File: config.mk
export PLATFORM = sky130hd
export DESIGN_NAME = cwpu_core
export DESIGN_NICKNAME = d
export VERILOG_FILES = /design/src/core/cwpu_pkg.sv /design/src/core/cwpu_core.sv
export SDC_FILE = /design/constraint.sdc
export NUM_CORES = 1
export LEC_CHECK = 0
export BUFFER_PORTS_ARGS = -buffer_cell sky130_fd_sc_hd__buf_2
export CORE_MARGIN = 3
export CORE_UTILIZATION = 48
export DETAILED_ROUTE_END_ITERATION = 8
export PLACE_DENSITY_LB_ADDON = 0.25
export SETUP_SLACK_MARGIN = 0.1
export SYNTH_ARGS = -nofsm -noshare
export SYNTH_HDL_FRONTEND = slang
export SYNTH_SLANG_ARGS = --single-unit
File: constraint.sdc
create_clock -name i_sys_clk -period 1.6 [get_ports i_sys_clk]
set_clock_uncertainty 0.05 [all_clocks]
set_input_delay 0.16 -clock i_sys_clk [delete_from_list [all_inputs] [get_ports i_sys_clk]]
set_output_delay 0.16 -clock i_sys_clk [all_outputs]
set_load 0.05 [all_outputs]
File: src/core/cwpu_pkg.sv
// cwpu_pkg: field layout, reset values and decode tables of the two
// configuration words. assumes nothing beyond a SystemVerilog compiler.
package cwpu_pkg;
    localparam int unsigned CWPU_WORD_W        = 32;
    // first word: clock multiplier defaults
    localparam int unsigned CWPU_ODIV_LSB      = 16;
    localparam int unsigned CWPU_UBYP_BIT      = 15;
    localparam int unsigned CWPU_UIDIV_LSB     = 8;
    localparam int unsigned CWPU_MUL_LSB       = 4;
    localparam int unsigned CWPU_MIDIV_LSB     = 0;
    localparam int unsigned CWPU_SEL_W         = 3;
    localparam logic [31:0] CWPU_W2_RSVD_MASK  = 32'hfff8_7888;
    // second word: pin owners, lock policy, identifier
    localparam int unsigned CWPU_VBUS_BIT      = 31;
    localparam int unsigned CWPU_CID_BIT       = 30;
    localparam int unsigned CWPU_REMAP1_BIT    = 29;
    localparam int unsigned CWPU_MODDIS1_BIT   = 28;
    localparam int unsigned CWPU_UID_LSB       = 0;
    localparam int unsigned CWPU_UID_W         = 16;
    localparam logic [31:0] CWPU_W3_RSVD_MASK  = 32'h0fff_0000;
    // erased-state reset value: every bit reads one until sampled
    localparam logic [31:0] CWPU_WORD_RST      = 32'hffff_ffff;
    localparam int unsigned CWPU_RATIO_W       = 9;
    typedef logic [CWPU_RATIO_W-1:0] cwpu_ratio_t;
    typedef cwpu_ratio_t cwpu_tab_t [8];
    localparam cwpu_tab_t CWPU_ODIV_TAB = '{9'h001, 9'h002, 9'h004, 9'h008,
                                            9'h010, 9'h020, 9'h040, 9'h100};
    localparam cwpu_tab_t CWPU_IDIV_TAB = '{9'h001, 9'h002, 9'h003, 9'h004,
                                            9'h005, 9'h006, 9'h00a, 9'h00c};
    localparam cwpu_tab_t CWPU_MUL_TAB  = '{9'h00f, 9'h010, 9'h011, 9'h012,
                                            9'h013, 9'h014, 9'h015, 9'h018};
    localparam logic [1:0] CWPU_LOAD_RST = 2'h0;
    localparam logic [1:0] CWPU_LOAD_DONE = 2'h1;
endpackage

File: src/core/cwpu_core.sv
// cwpu_core: samples the two configuration words once after reset, holds
// the decoded clock, pin-owner, lock-policy and identifier fields, and
// gates writes to the remap and module-disable registers by their locks.
// assumes the configuration words are stable from reset release onward.
//
// Operation
// - output divisor 1..64,256 by 3-bit code
// - usb bypass bit one disables multiplier
// - usb input divider 1..6,10,12
// - main multiplier 15..21,24
// - main input divider 1..6,10,12
// - usb fields only on usb variant
// - bit 31 gives usb bus-power pin
// - bit 30 gives usb cable-id pin
// - bit 29 allows single remap reconfiguration
// - bit 28 allows single module-disable reconfiguration
// - low 16 bits user identifier readable
// - remap lock rejects remap writes
// - module lock rejects module-disable writes
`timescale 1ns/1ps
module cwpu_core
    import cwpu_pkg::*;
#(
    parameter bit HAS_USB = 1'b1
)
(
    input  wire logic                          i_sys_clk,
    input  wire logic                          i_rst_n,
    input  wire logic [cwpu_pkg::CWPU_WORD_W-1:0] i_cfg_word_clk,
    input  wire logic [cwpu_pkg::CWPU_WORD_W-1:0] i_cfg_word_pins,
    input  wire logic                          i_remap_lock_wr,
    input  wire logic                          i_remap_lock_val,
    input  wire logic                          i_moddis_lock_wr,
    input  wire logic                          i_moddis_lock_val,
    input  wire logic                          i_remap_wr,
    input  wire logic                          i_moddis_wr,
    output logic                               o_cfg_valid,
    output logic [cwpu_pkg::CWPU_WORD_W-1:0]   o_config_word_clock_multipliers,
    output logic [cwpu_pkg::CWPU_WORD_W-1:0]   o_config_word_usb_pins_locks_user_identifier,
    output cwpu_pkg::cwpu_ratio_t              o_main_mult_out_divisor,
    output cwpu_pkg::cwpu_ratio_t              o_main_mult_factor,
    output cwpu_pkg::cwpu_ratio_t              o_main_mult_in_divider,
    output logic                               o_usb_mult_bypass,
    output cwpu_pkg::cwpu_ratio_t              o_usb_mult_in_divider,
    output logic                               o_bus_power_pin_owner,
    output logic                               o_cable_id_pin_owner,
    output logic                               o_remap_single_config,
    output logic                               o_moddis_single_config,
    output logic [cwpu_pkg::CWPU_UID_W-1:0]    o_user_identifier,
    output logic                               o_remap_lock,
    output logic                               o_module_disable_lock,
    output logic                               o_remap_wr_ok,
    output logic                               o_moddis_wr_ok
);
    import cwpu_pkg::*;

    logic [1:0]             load_r;
    logic [CWPU_WORD_W-1:0] w2_r;
    logic [CWPU_WORD_W-1:0] w3_r;
    logic                   remap_lock_r;
    logic                   moddis_lock_r;
    logic                   remap_used_r;
    logic                   moddis_used_r;
    logic [CWPU_SEL_W-1:0]  odiv_sel;
    logic [CWPU_SEL_W-1:0]  uidiv_sel;
    logic [CWPU_SEL_W-1:0]  mul_sel;
    logic [CWPU_SEL_W-1:0]  midiv_sel;

    // words caught by a clock edge after release, never under reset
    always_ff @(posedge i_sys_clk or negedge i_rst_n)
    begin
        if (!i_rst_n)
        begin
            load_r <= CWPU_LOAD_RST;
            w2_r   <= CWPU_WORD_RST;
            w3_r   <= CWPU_WORD_RST;
        end
        else if (load_r == CWPU_LOAD_RST)
        begin
            load_r <= CWPU_LOAD_DONE;
            w2_r   <= i_cfg_word_clk;
            w3_r   <= i_cfg_word_pins;
        end
    end

    assign o_cfg_valid = (load_r == CWPU_LOAD_DONE);
    // reserved bits are reported as stored; a programmer that broke the
    // write-ones convention shows up here, the decode ignores them
    assign o_config_word_clock_multipliers     = w2_r;
    assign o_config_word_usb_pins_locks_user_identifier = w3_r;

    assign odiv_sel  = w2_r[CWPU_ODIV_LSB  +: CWPU_SEL_W];
    assign uidiv_sel = w2_r[CWPU_UIDIV_LSB +: CWPU_SEL_W];
    assign mul_sel   = w2_r[CWPU_MUL_LSB   +: CWPU_SEL_W];
    assign midiv_sel = w2_r[CWPU_MIDIV_LSB +: CWPU_SEL_W];

    assign o_main_mult_out_divisor = CWPU_ODIV_TAB[odiv_sel];
    assign o_main_mult_factor      = CWPU_MUL_TAB[mul_sel];
    assign o_main_mult_in_divider  = CWPU_IDIV_TAB[midiv_sel];
    // without the usb controller the multiplier stays bypassed at ratio 1
    assign o_usb_mult_bypass     = HAS_USB ? w2_r[CWPU_UBYP_BIT] : 1'b1;
    assign o_usb_mult_in_divider = HAS_USB ? CWPU_IDIV_TAB[uidiv_sel]
                                           : CWPU_IDIV_TAB[0];

    assign o_bus_power_pin_owner  = w3_r[CWPU_VBUS_BIT];
    assign o_cable_id_pin_owner   = w3_r[CWPU_CID_BIT];
    assign o_remap_single_config  = w3_r[CWPU_REMAP1_BIT];
    assign o_moddis_single_config = w3_r[CWPU_MODDIS1_BIT];
    assign o_user_identifier      = w3_r[CWPU_UID_LSB +: CWPU_UID_W];

    // lock bits: once set in single-config mode they cannot be cleared
    always_ff @(posedge i_sys_clk or negedge i_rst_n)
    begin
        if (!i_rst_n)
        begin
            remap_lock_r <= 1'b0;
            remap_used_r <= 1'b0;
        end
        else if (i_remap_lock_wr && !(o_remap_single_config && remap_used_r))
        begin
            remap_lock_r <= i_remap_lock_val;
            remap_used_r <= remap_used_r | i_remap_lock_val;
        end
    end

    always_ff @(posedge i_sys_clk or negedge i_rst_n)
    begin
        if (!i_rst_n)
        begin
            moddis_lock_r <= 1'b0;
            moddis_used_r <= 1'b0;
        end
        else if (i_moddis_lock_wr && !(o_moddis_single_config && moddis_used_r))
        begin
            moddis_lock_r <= i_moddis_lock_val;
            moddis_used_r <= moddis_used_r | i_moddis_lock_val;
        end
    end

    assign o_remap_lock          = remap_lock_r;
    assign o_module_disable_lock = moddis_lock_r;
    assign o_remap_wr_ok  = i_remap_wr  && !remap_lock_r;
    assign o_moddis_wr_ok = i_moddis_wr && !moddis_lock_r;
endmodule

# Word-level counts from Yosys, hierarchy flattened
# Memory sizes are Yosys's and may differ from the RTL's.
# Index checks and enable logic that the tools add are counted.
op_classes:
  n_div: 0
  n_mul: 0
  n_bitwise: 6
  shift: 0
  order_cmp: 4
  addsub: 0
  n_eq_ne: 0
  n_reduce_logical: 11
  muxes: 8
op_table:
  columns: ["cell", "n"]
  rows:
  - ["$mux 9", 8]
  - ["$ge 4x4->1 const B", 4]
  - ["$not 3->4", 4]
  - ["$logic_and 1x1->1", 6]
  - ["$logic_not 1->1", 4]
  - ["$logic_not 2->1", 1]
  - ["$or 1x1->1", 2]
word_totals:
  mem_count: 4
  mem_bits_ro: 288
  latchBits: 0
  out_inout_bits: 126
  ff_bits: 69
  word_cells: 40
  ramBits: 0
  input_bits: 72
mem_list:
  columns: ["memory", "words", "word_bits", "read_ports", "rd_clocked_by_memory_dff", "wr", "line_no", "text"]
  rows:
  - ["(no name shown)", 8, 9, 1, 0, 0, "cwpu_core.sv:102", "assign o_usb_mult_in_divider = HAS_USB ? CWPU_IDIV_TAB[uidiv_sel]"]
  - ["(no name shown)", 8, 9, 1, 0, 0, "cwpu_core.sv:99", "assign o_main_mult_in_divider = CWPU_IDIV_TAB[midiv_sel];"]
  - ["(no name shown)", 8, 9, 1, 0, 0, "cwpu_core.sv:98", "assign o_main_mult_factor = CWPU_MUL_TAB[mul_sel];"]
  - ["(no name shown)", 8, 9, 1, 0, 0, "cwpu_core.sv:97", "assign o_main_mult_out_divisor = CWPU_ODIV_TAB[odiv_sel];"]

# Depth between registers and ports, before layout
# Gate-level depths: netlist of run 1.
depth:
  depth_word: 4
  depth_mapped: 4
  mapped_depth_nobuf: 4

# Worst setup path before layout of run 1
# No wires, ideal clock.
synth_timing:
  path_type: "register -> output"
  startpoint: "register w2_r[4], in the netlist o_config_word_clock_multipliers[4]"
  endpoint: "output o_main_mult_factor[1]"
  path_buffers: 0
  path_stages_with_launch: 4
  arrival_time_ns: 2.162
  path_slack_ns: -0.772
  required_time_ns: 1.390
  cell_sequence: "dfstp_2 > inv_1 > ha_1 > mux2i_1"
synth_via:
  elab_chain_len: 4
synth_lines:
  columns: ["item", "line_no", "text"]
  rows:
  - ["start, declared", "cwpu_core.sv:58", "logic [CWPU_WORD_W-1:0] w2_r;"]
  - ["start signal, assigned", "cwpu_core.sv:81", "w2_r <= i_cfg_word_clk;"]
  - ["$not 3->4 (not written as such)", "cwpu_core.sv:98", null]
  - ["$mem_v2 8x9", null, null]
  - ["$mux 9 (not written as such) (2 in series)", "cwpu_core.sv:98", null]
  - ["end, declared", "cwpu_core.sv:41", "output cwpu_pkg::cwpu_ratio_t o_main_mult_factor,"]
# Every way passes these cells. The select of a mux whose other input is x is not followed.

# Final worst setup path of run 1
layout_timing:
  startpoint: "register w2_r[4], in the netlist o_config_word_clock_multipliers[4]"
  endpoint: "output o_main_mult_factor[2]"
# The elaborated chain is that of the path after synthesis.

==> results of run 1 <==
-- registers in the layout (all words and copies together), names as in the netlist --
name and cells:
remap_used_r 1, o_remap_lock 1, moddis_used_r 1, o_config_word_usb_pins_locks_user_identifier 32, load_r 1, o_config_word_clock_multipliers 32
o_module_disable_lock 1
-- worst max-delay path: cells and delay by family, from the launching register on --
kind / cells / cell delay (ns)
adder cells (fa/ha/maj): 1 / 0.31
buffers and inverters: 2 / 0.25
flip-flops: 1 / 0.63
AND/OR/NAND/NOR: 2 / 0.12
-- power groups by stage --
stage,combinational [W],clock (W),sequential [W]
floorplan,0.00111,0,0.00287
global placement,0.00207,0,0.00223
detailed placement,0.00209,0,0.00223
CTS,0.00235,0.00129,0.00220
global route,0.00251,0.00139,0.00224
finish,0.00242,0.00125,0.00221
-- cell families after synthesis --
| group | count (synthesis) |
|---|---|
| multiplexers | 69 |
| AO/OA/AOI/OAI | 6 |
| buffers and inverters | 50 |
| adder cells (fa/ha/maj) | 5 |
| AND/OR/NAND/NOR | 21 |
| flip-flops | 69 |
| other | 2 |
-- Yosys cell counts (3+ instances only) --
library cell	count	area share (%)
mux2_4	60	26
nand2_1	7	0.76
buf_12	6	3.5
buf_4	36	7.8
ha_1	5	1.8
mux2_2	8	2.6
dfstp_2	64	49
dfrtp_1	5	3.6
inv_1	7	0.76
nor3b_1	3	0.65
-- path summary, 6_finish.rpt --
path	to	slack (ns)	depth (start not counted)
max in group asynchronous	o_config_word_clock_multipliers[8]	0.83	3
max	o_main_mult_factor[2]	-0.24	5
max reg2reg	o_config_word_clock_multipliers[17]	0.38	4
min	o_config_word_usb_pins_locks_user_identifier[19]	0.01	2
min in group asynchronous	load_r[0]	0.35	3
min reg2reg	remap_used_r	0.42	1
-- final cells by class --
type | instances | area [um^2] | share of cell area [%]
Sequential cell | 69 | 1830 | 35.8
Inverter | 7 | 30.0 | 0.589
Multi-Input combinational cell | 117 | 1470 | 28.8
Timing Repair Buffer | 218 | 1480 | 29.0
Clock buffer | 12 | 155 | 3.04
Tap cell | 96 | 120 | 2.35
Clock inverter | 4 | 22.5 | 0.441
-- repair_timing --
item / 4_1_cts / 5_1_grt
hold buffers: 11 / 4
pin swaps: 5 / 4
cloned: 0 / 0
setup endpoints to repair: 26 / 26
gates resized for setup: 72 / 11
buffers inserted: 10 / 6
endpoints found under the hold margin: 15 / 4
-- per-layer routing --
layer  GRT usage [%]  vias to the layer above
li1                -                     1093
met5               0                        -
met4            4.90                        0
met2            32.7                      117
met3            4.56                        4
met1            23.1                     1164
-- metrics by stage --
stage	worst slack, ns	power (W)
final	-0.236	0.00588
after global routing	-0.284	0.00613
after CTS	-0.243	0.00585
after detailed placement	-0.0123	0.00433
after global placement	0.00460	0.00429
after floorplan	-0.318	0.00399
==> impl_results.md, run 1 <==
* Result of the run: finished with violations
* Violations in the final reports: setup timing
* Fraction of layout cells with a size suffix above 1 at 89.0%
* Count of placed standard cells in the final layout, fillers left out at 523
* Primary FF master, synth: dfstp_2
* Total standard cell area after synthesis at 3460 um^2
* Flops & latches, synth at 69
* Final count of negative-setup-slack endpoints at 9
* Violation count after the first detailed-routing iteration at 45
* Register area share after synthesis at 52.1%
* Initial standard-cell utilization of the core at 50.2%
* Number of antenna violations at the first check in global routing at 0
* Min-delay worst type: input port to register
* Largest net degree at the start of global routing at 70
* Cell at the slowest stage of the critical path: dfstp_4
* Rows at 30
* Synthesized area per cell at 15.6 um^2
* DIE HEIGHT at 91.0 um
* Final cycle utilization of the critical path at 115%
* GRT overflow at 0
* Final number of max-transition violations at 0
* Highest metal layer with signal wires: met4
* Unrepaired setup endpoints after global routing: yes
* Worst setup path startpoint: o_config_word_clock_multipliers[4]
* Worst voltage drop across the vdd grid at 615 uV
* Switching power total at 0.00235 W
* Post-synthesis share of cell area spent on and, or, nand and nor gates at 3.43%
* Detailed-routing iteration count for the pre-antenna-repair pass at 4
* Leakage Power at 2.57 nW
* Number of placed instances, taps included at 476
* Global router's overall resource usage at 18.7%
* Startpoint of the most critical register-to-register path: o_config_word_clock_multipliers[17]
* Placed Instance Area at 4350 um^2
* Clock latency of the later-clocked register in the worst-skew pair at 0.32 ns
* Highest clock rate at 545 MHz
* Floorplan core area at 6910 um^2
* Async S/R FF share, synth at 100%
* Cell-internal power at 0.00353 W
* Setup tns final at -0.892 ns
* Clock Path Buffers at 2
* Number of top-level design ports at 198
* H-tree levels at 3
* Antenna-violating nets left at 0
* Final net count at 499
* Final worst path period need at 1.84 ns
* Clock-pin slew of the registers on the worst-case setup and hold paths at 0.07 ns
* Die extent in x at 91.0 um
* Full die area at 8270 um^2
* Count of filler cells inserted in the layout at 452
* Placed wire-length estimate at 5.27 mm
* Sequential fraction of design power at 37.5%
* Leading cell type in the layout, fill and taps excluded: buf_2
* Synth Area in XOR/XNOR at 0%
* Data required time of the worst path at 1.39 ns
* Count of flip-flops with a built-in enable after synthesis at 0
* Clock power frac at 21.3%
* Kind of end point of the critical path: primary output
* Dominant combinational cell family by area after synthesis: multiplexers
* Max-capacitance violation count at 0
* Root buffer cell: clkbuf_8
* Synthesized-area fraction occupied by ao, oa, aoi and oai cells at 1.16%
* Series of cell instances along the critical path: clkinvlp_4, ha_4, nand2_4, nand2_4, buf_8
* Proportion of total power due to net switching at 39.9%
* Slack of the critical path at -0.236 ns
* Area grow syn2layout at 47.3%
* Highest fanout seen on the critical path at 3
* Final core utilization at 73.9%
* Detailed route wirelength on metal2 at 4.37 mm
* Hold slack at 0.0145 ns
* Most frequent cells in the layout: buf_2 (156), mux2_4 (62), dfstp_2 (60)
* CP max stage delay at 0.63 ns
* Num CTS Buffers at 9
* Worst endpoint data arrival time at 1.63 ns
* Critical path type: register to primary output
* Adder-cell share of the synthesized area at 1.81%
* Wire length the detailed router placed on met1 at 3.37 mm
* TritonCTS clock tree: built
* Met3 WL at 554 um
* Detailed-route DRC error count at 0
* Antenna cell count at 0
* Clock sink count at 69
* Post-synthesis cell type count at 23
* Number of warning messages in the yosys log at 0
* Critical Path Start Type: register
* Input/output buffers at 182
* Combinational group share of total power at 41.2%
* Total wire length at 8.34 mm
* Non-Filler Cell Area, Final at 5100 um^2
* Most Frequent Cell on Critical Path: nand2_4
* Number of failing hold endpoints at the final stage at 0
* Vias post-DR at 2378
* Multiplexer area fraction after synthesis at 28.9%
* Power per Cell Area at 1150 nW/um^2
* Routability-driven placement congestion ratio at 0.732
* Routed length per instance at 15.9 um
* Beginning of the worst hold path: i_cfg_word_pins[19]
* Post-synthesis instance total at 222
* Detailed-route vias per instance at 4.55
* First-pass GRT wire length at 12.5 mm
* Via count of the first global-routing pass at 2455
Power figures use the tool's default switching activity.
==> inputs of run 2 (changes only) <==
Settings changed: CORE_ASPECT_RATIO from default to 1.4.
==> impl_results.md, run 2 (synthesis results as in run 1) <==
* Number of failing hold endpoints at the final stage at 0 (unchanged)
* Setup tns final at -0.983 ns (-0.0914 ns)
* CP max stage delay at 0.63 ns (about the same)
* Max-capacitance violation count at 0 (unchanged)
* Clock-pin slew of the registers on the worst-case setup and hold paths at 0.07 ns (about the same)
* Routed length per instance at 16.8 um (+5.6%)
* Kind of end point of the critical path: primary output
* Area grow syn2layout at 62.7%
* Series of cell instances along the critical path: clkinvlp_4, ha_4, mux2i_4, buf_6
* Num CTS Buffers at 9 (unchanged)
* Violations in the final reports: setup timing
* Clock Path Buffers at 2 (unchanged)
* First-pass GRT wire length at 15.0 mm (+20%)
* Number of top-level design ports at 198 (unchanged)
* Cell at the slowest stage of the critical path: dfstp_4
* Count of filler cells inserted in the layout at 366 (-19%)
* Min-delay worst type: input port to register
* Critical path type: register to primary output
* Data required time of the worst path at 1.39 ns (about the same)
* Placed wire-length estimate at 4.96 mm (-5.9%)
* Sequential cell area at 1830 um^2 (unchanged)
* Largest net degree at the start of global routing at 70 (unchanged)
* Non-Filler Cell Area, Final at 5640 um^2 (+10%)
* Final count of negative-setup-slack endpoints at 7 (-2)
* Clock latency of the later-clocked register in the worst-skew pair at 0.34 ns (+0.02 ns)
* Detailed-route vias per instance at 4.61 (+1.4%)
* H-tree levels at 3 (unchanged)
* Unrepaired setup endpoints after global routing: yes
* Leakage Power at 2.78 nW (+8.4%)
* Routability-driven placement congestion ratio at 0.708 (-3.3%)
* Full die area at 8290 um^2 (+0.18%)
* Worst endpoint data arrival time at 1.67 ns (+0.04 ns)
* Area taken by multi-input logic gates at 1460 um^2 (-0.34%)
* Placed Instance Area at 4340 um^2 (-0.20%)
* Most frequent cells in the layout: buf_2 (154), mux2_4 (62), dlygate4sd3_1 (60), dfstp_2 (60), buf_6 (20)
* Fraction of layout cells with a size suffix above 1 at 80.2% (-8.8 points)
* DIE HEIGHT at 107 um (+17%)
* Leading cell type in the layout, fill and taps excluded: buf_2
* GRT overflow at 0 (unchanged)
* Floorplan core area at 6980 um^2 (+1.1%)
* Power per Cell Area at 1090 nW/um^2 (-5.6%)
* Final net count at 546 (+9.4%)
* Via count of the first global-routing pass at 2824 (+15%)
* Final cycle utilization of the critical path at 117% (+2.5 points)
* Violation count after the first detailed-routing iteration at 97 (+120%)
* Input/output buffers at 182 (unchanged)
* Die extent in x at 77.8 um (-14%)
* Vias post-DR at 2628 (+11%)
* Highest clock rate at 533 MHz (-2.2%)
* Root buffer cell: clkbuf_8
* Critical Path Start Type: register
* Global router's overall resource usage at 23.5% (+4.8 points)
* Detailed-route DRC error count at 0 (unchanged)
* Worst voltage drop across the vdd grid at 720 uV (+17%)
* Total wire length at 9.60 mm (+15%)
* Slack of the critical path at -0.276 ns (-0.0404 ns)
* Rows at 36 (+20%)
* TritonCTS clock tree: built
* Final number of max-transition violations at 0 (unchanged)
* Place WS at -0.0239 ns (-0.0116 ns)
* Number of antenna violations at the first check in global routing at 1 (+1)
* Highest fanout seen on the critical path at 3 (unchanged)
* Clock sink count at 69 (unchanged)
* Antenna-violating nets left at 0 (unchanged)
* Initial standard-cell utilization of the core at 49.6% (-0.54 points)
* Detailed-routing iteration count for the pre-antenna-repair pass at 4 (unchanged)
* Power, Total at 0.00613 W (+4.2%)
* Result of the run: finished with violations
* Final worst path period need at 1.88 ns (+0.0404 ns)
==> run 2: path summary, 6_finish.rpt <==
kind                                                                   end  depth (start not counted)  slack, ns                          startpoint
max reg2reg                o_config_word_usb_pins_locks_user_identifier[0]                          3       0.20                           load_r[0]
min reg2reg                                          o_module_disable_lock                          1       0.53               o_module_disable_lock
max in group asynchronous              o_config_word_clock_multipliers[15]                          3       0.84                             i_rst_n
min in group asynchronous                                        load_r[0]                          3       0.34                             i_rst_n
max                                                  o_main_mult_factor[1]                          4      -0.28  o_config_word_clock_multipliers[4]
min                                    o_config_word_clock_multipliers[13]                          2       0.02                  i_cfg_word_clk[13]
==> run 2: layout make-up <==
type / instances / area share [%]
timing repair buffer: 265 / 35.6
sequential: 69 / 32.4
multi-input combinational: 117 / 26.0
clock buffer: 16 / 3.40
tap: 95 / 2.11
inverter: 7 / 0.533
antenna: 1 / 0.0444
==> run 2: layer usage <==
metal / GRT usage (%) / vias to the layer above / wire length [um]
li1: - / 1194 / -
met1: 26.0 / 1279 / 3460
met2: 42.3 / 133 / 5330
met3: 6.53 / 22 / 572
met4: 8.40 / 0 / 237
met5: 0 / - / 0
==> run 2: critical path: cells and delay by family, from the launching register on <==
kind | cells | cell delay, ns
mux | 1 | 0.15
flops | 1 | 0.63
fa+ha+maj | 1 | 0.25
buf+inv | 2 | 0.30
==> run 2: per-stage QoR <==
stage,util (%),hold WS (ns),std cells
floorplan,-,-0.186,236
global placement,62.2,0.161,474
detailed placement,62.2,0.162,474
CTS,79.3,0.000560,562
global route,80.7,0.00497,570
finish,80.7,0.0237,570
==> run 2: where the power goes <==
part	internal [W]	total, W	switching, W
logic	0.000932	0.00255	0.00162
registers	0.00205	0.00222	0.000162
clock network	0.000747	0.00136	0.000615
==> run 2: timing repair <==
| action | in CTS | in global routing |
|---|---|---|
| setup endpoints to repair | 26 | 28 |
| gates cloned | 1 | 0 |
| hold buffers | 57 | 3 |
| buffers inserted | 14 | 4 |
| pin swaps | 8 | 3 |
| hold endpoints to repair | 59 | 3 |
| resized for setup | 89 | 11 |
==> inputs of run 3 (changes only) <==
Settings changed: SKIP_CTS_REPAIR_TIMING from default to 1.
==> impl_results.md, run 3 (synthesis results as in run 1) <==
* Result of the run: finished with violations
* Violations in the final reports: setup timing
* Vias post-DR at 2538 (-3.4%)
* Num CTS Buffers at 9 (unchanged)
* Number of antenna violations at the first check in global routing at 0 (-1)
* Series of cell instances along the critical path: clkinvlp_4, ha_4, nand2_2, nand2_4, buf_8
* Violation count after the first detailed-routing iteration at 97 (unchanged)
* Via count of the first global-routing pass at 2166 (-23%)
* Routed length per instance at 16.0 um (-5.0%)
* Final worst path period need at 1.87 ns (-0.00936 ns)
* TritonCTS clock tree: built
* Critical path type: register to primary output
* Reg-to-reg slack, setup at 0.28 ns (+0.08 ns)
* Routability-driven placement congestion ratio at 0.708 (unchanged)
* Slack of the critical path at -0.267 ns (+0.00936 ns)
* CP max stage delay at 0.63 ns (about the same)
* Most frequent cells in the layout: buf_2 (156), mux2_4 (62), dfstp_2 (60)
* Number of top-level design ports at 198 (unchanged)
* Die extent in x at 77.8 um (unchanged)
* Clock latency of the later-clocked register in the worst-skew pair at 0.33 ns (about the same)
* Rows at 36 (unchanged)
* Unrepaired setup endpoints after global routing: yes
* H-tree levels at 3 (unchanged)
* Number of failing hold endpoints at the final stage at 0 (unchanged)
* Clock sink count at 69 (unchanged)
* Setup tns final at -0.939 ns (+0.0445 ns)
* Antenna cell count at 0 (-1)
* Detailed-route vias per instance at 4.54 (-1.5%)
* Leakage Power at 2.71 nW (-2.5%)
* Final net count at 536 (-1.8%)
* Cell at the slowest stage of the critical path: dfstp_4
* Final cycle utilization of the critical path at 117% (-0.58 points)
* Antenna-violating nets left at 0 (unchanged)
* Placed wire-length estimate at 4.96 mm (unchanged)
* Input/output buffers at 182 (unchanged)
* Highest fanout seen on the critical path at 3 (unchanged)
* Final number of max-transition violations at 0 (unchanged)
* DIE HEIGHT at 107 um (unchanged)
* Global router's overall resource usage at 16.9% (-6.6 points)
* Initial standard-cell utilization of the core at 49.6% (unchanged)
* Min-delay worst type: input port to register
* Clock Path Buffers at 2 (unchanged)
* Root buffer cell: clkbuf_8
* Critical Path Start Type: register
* Place WS at -0.0239 ns (unchanged)
* Worst voltage drop across the vdd grid at 668 uV (-7.3%)
* Final count of negative-setup-slack endpoints at 9 (+2)
* Floorplan core area at 6980 um^2 (unchanged)
* First-pass GRT wire length at 10.9 mm (-27%)
* Detailed-route DRC error count at 0 (unchanged)
* Total wire length at 8.94 mm (-6.9%)
* Power, Total at 0.00604 W (-1.5%)
* Leading cell type in the layout, fill and taps excluded: buf_2
* Data required time of the worst path at 1.39 ns (about the same)
* Clock-pin slew of the registers on the worst-case setup and hold paths at 0.07 ns (about the same)
* Detailed-routing iteration count for the pre-antenna-repair pass at 4 (unchanged)
* Full die area at 8290 um^2 (unchanged)
* Largest net degree at the start of global routing at 70 (unchanged)
* Kind of end point of the critical path: primary output
* Power per Cell Area at 1100 nW/um^2 (+1.0%)
* Highest clock rate at 536 MHz (+0.50%)
* Area grow syn2layout at 58.7%
* Final core utilization at 78.7% (-2.0 points)
* GRT overflow at 0 (unchanged)
* Max-capacitance violation count at 0 (unchanged)
* Worst endpoint data arrival time at 1.66 ns (about the same)
* Fraction of layout cells with a size suffix above 1 at 80.2% (about the same)
[run 3: cell types whose count changed in the layout (fill, tap and decap cells not counted), sizes merged]
cell	delta
clkbuf	-1
buf	-4
bufbuf	-1
dlygate4sd3	-4
diode	-1
[run 3: cell type report]
| class | instances | area, um^2 |
|---|---|---|
| fillers | 399 | 1480 |
| well taps | 95 | 119 |
| repair buffers | 255 | 1880 |
| inverters | 7 | 30.0 |
| multi-input cells | 117 | 1450 |
| clock buffers | 16 | 191 |
| flip-flops and latches | 69 | 1830 |
[run 3: metrics by stage]
stage / std cells / area (um^2) / hold WS (ns)
4_1_cts: 490 / 4530 / -0.213
5_1_grt: 559 / 5500 / -0.00237
6_report: 559 / 5500 / 0.0144
2_1_floorplan: 236 / 3640 / -0.186
3_3_place_gp: 474 / 4340 / 0.161
3_5_place_dp: 474 / 4340 / 0.162
[run 3: final timing paths]
kind,startpoint,endpoint,depth (start not counted)
min reg2reg,o_module_disable_lock,o_module_disable_lock,1
max,o_config_word_clock_multipliers[4],o_main_mult_factor[2],5
min in group asynchronous,i_rst_n,load_r[0],3
max in group asynchronous,i_rst_n,o_config_word_clock_multipliers[15],3
min,i_cfg_word_clk[1],o_config_word_clock_multipliers[1],2
max reg2reg,load_r[0],o_config_word_usb_pins_locks_user_identifier[20],3
[run 3: where the power goes]
group          internal, W  leakage [nW]  switching [W]
Sequential         0.00205         0.726       0.000156
Clock             0.000747        0.0961       0.000610
Combinational     0.000883          1.89        0.00159
[run 3: critical path, delay by kind of cell (launching register included)]
family / cells / cell delay, ns
fa+ha+maj: 1 / 0.31
buf+inv: 2 / 0.26
flops: 1 / 0.63
simple gates: 2 / 0.13
[run 3: metal layers]
metal  GRT usage, %  part of all wire, %  vias up
met2           26.7                   55      124
li1               -                    -     1167
met1           21.1                   37     1241
met4           7.00                 0.93        0
met5              0                    0        -
met3           5.42                  6.4        6
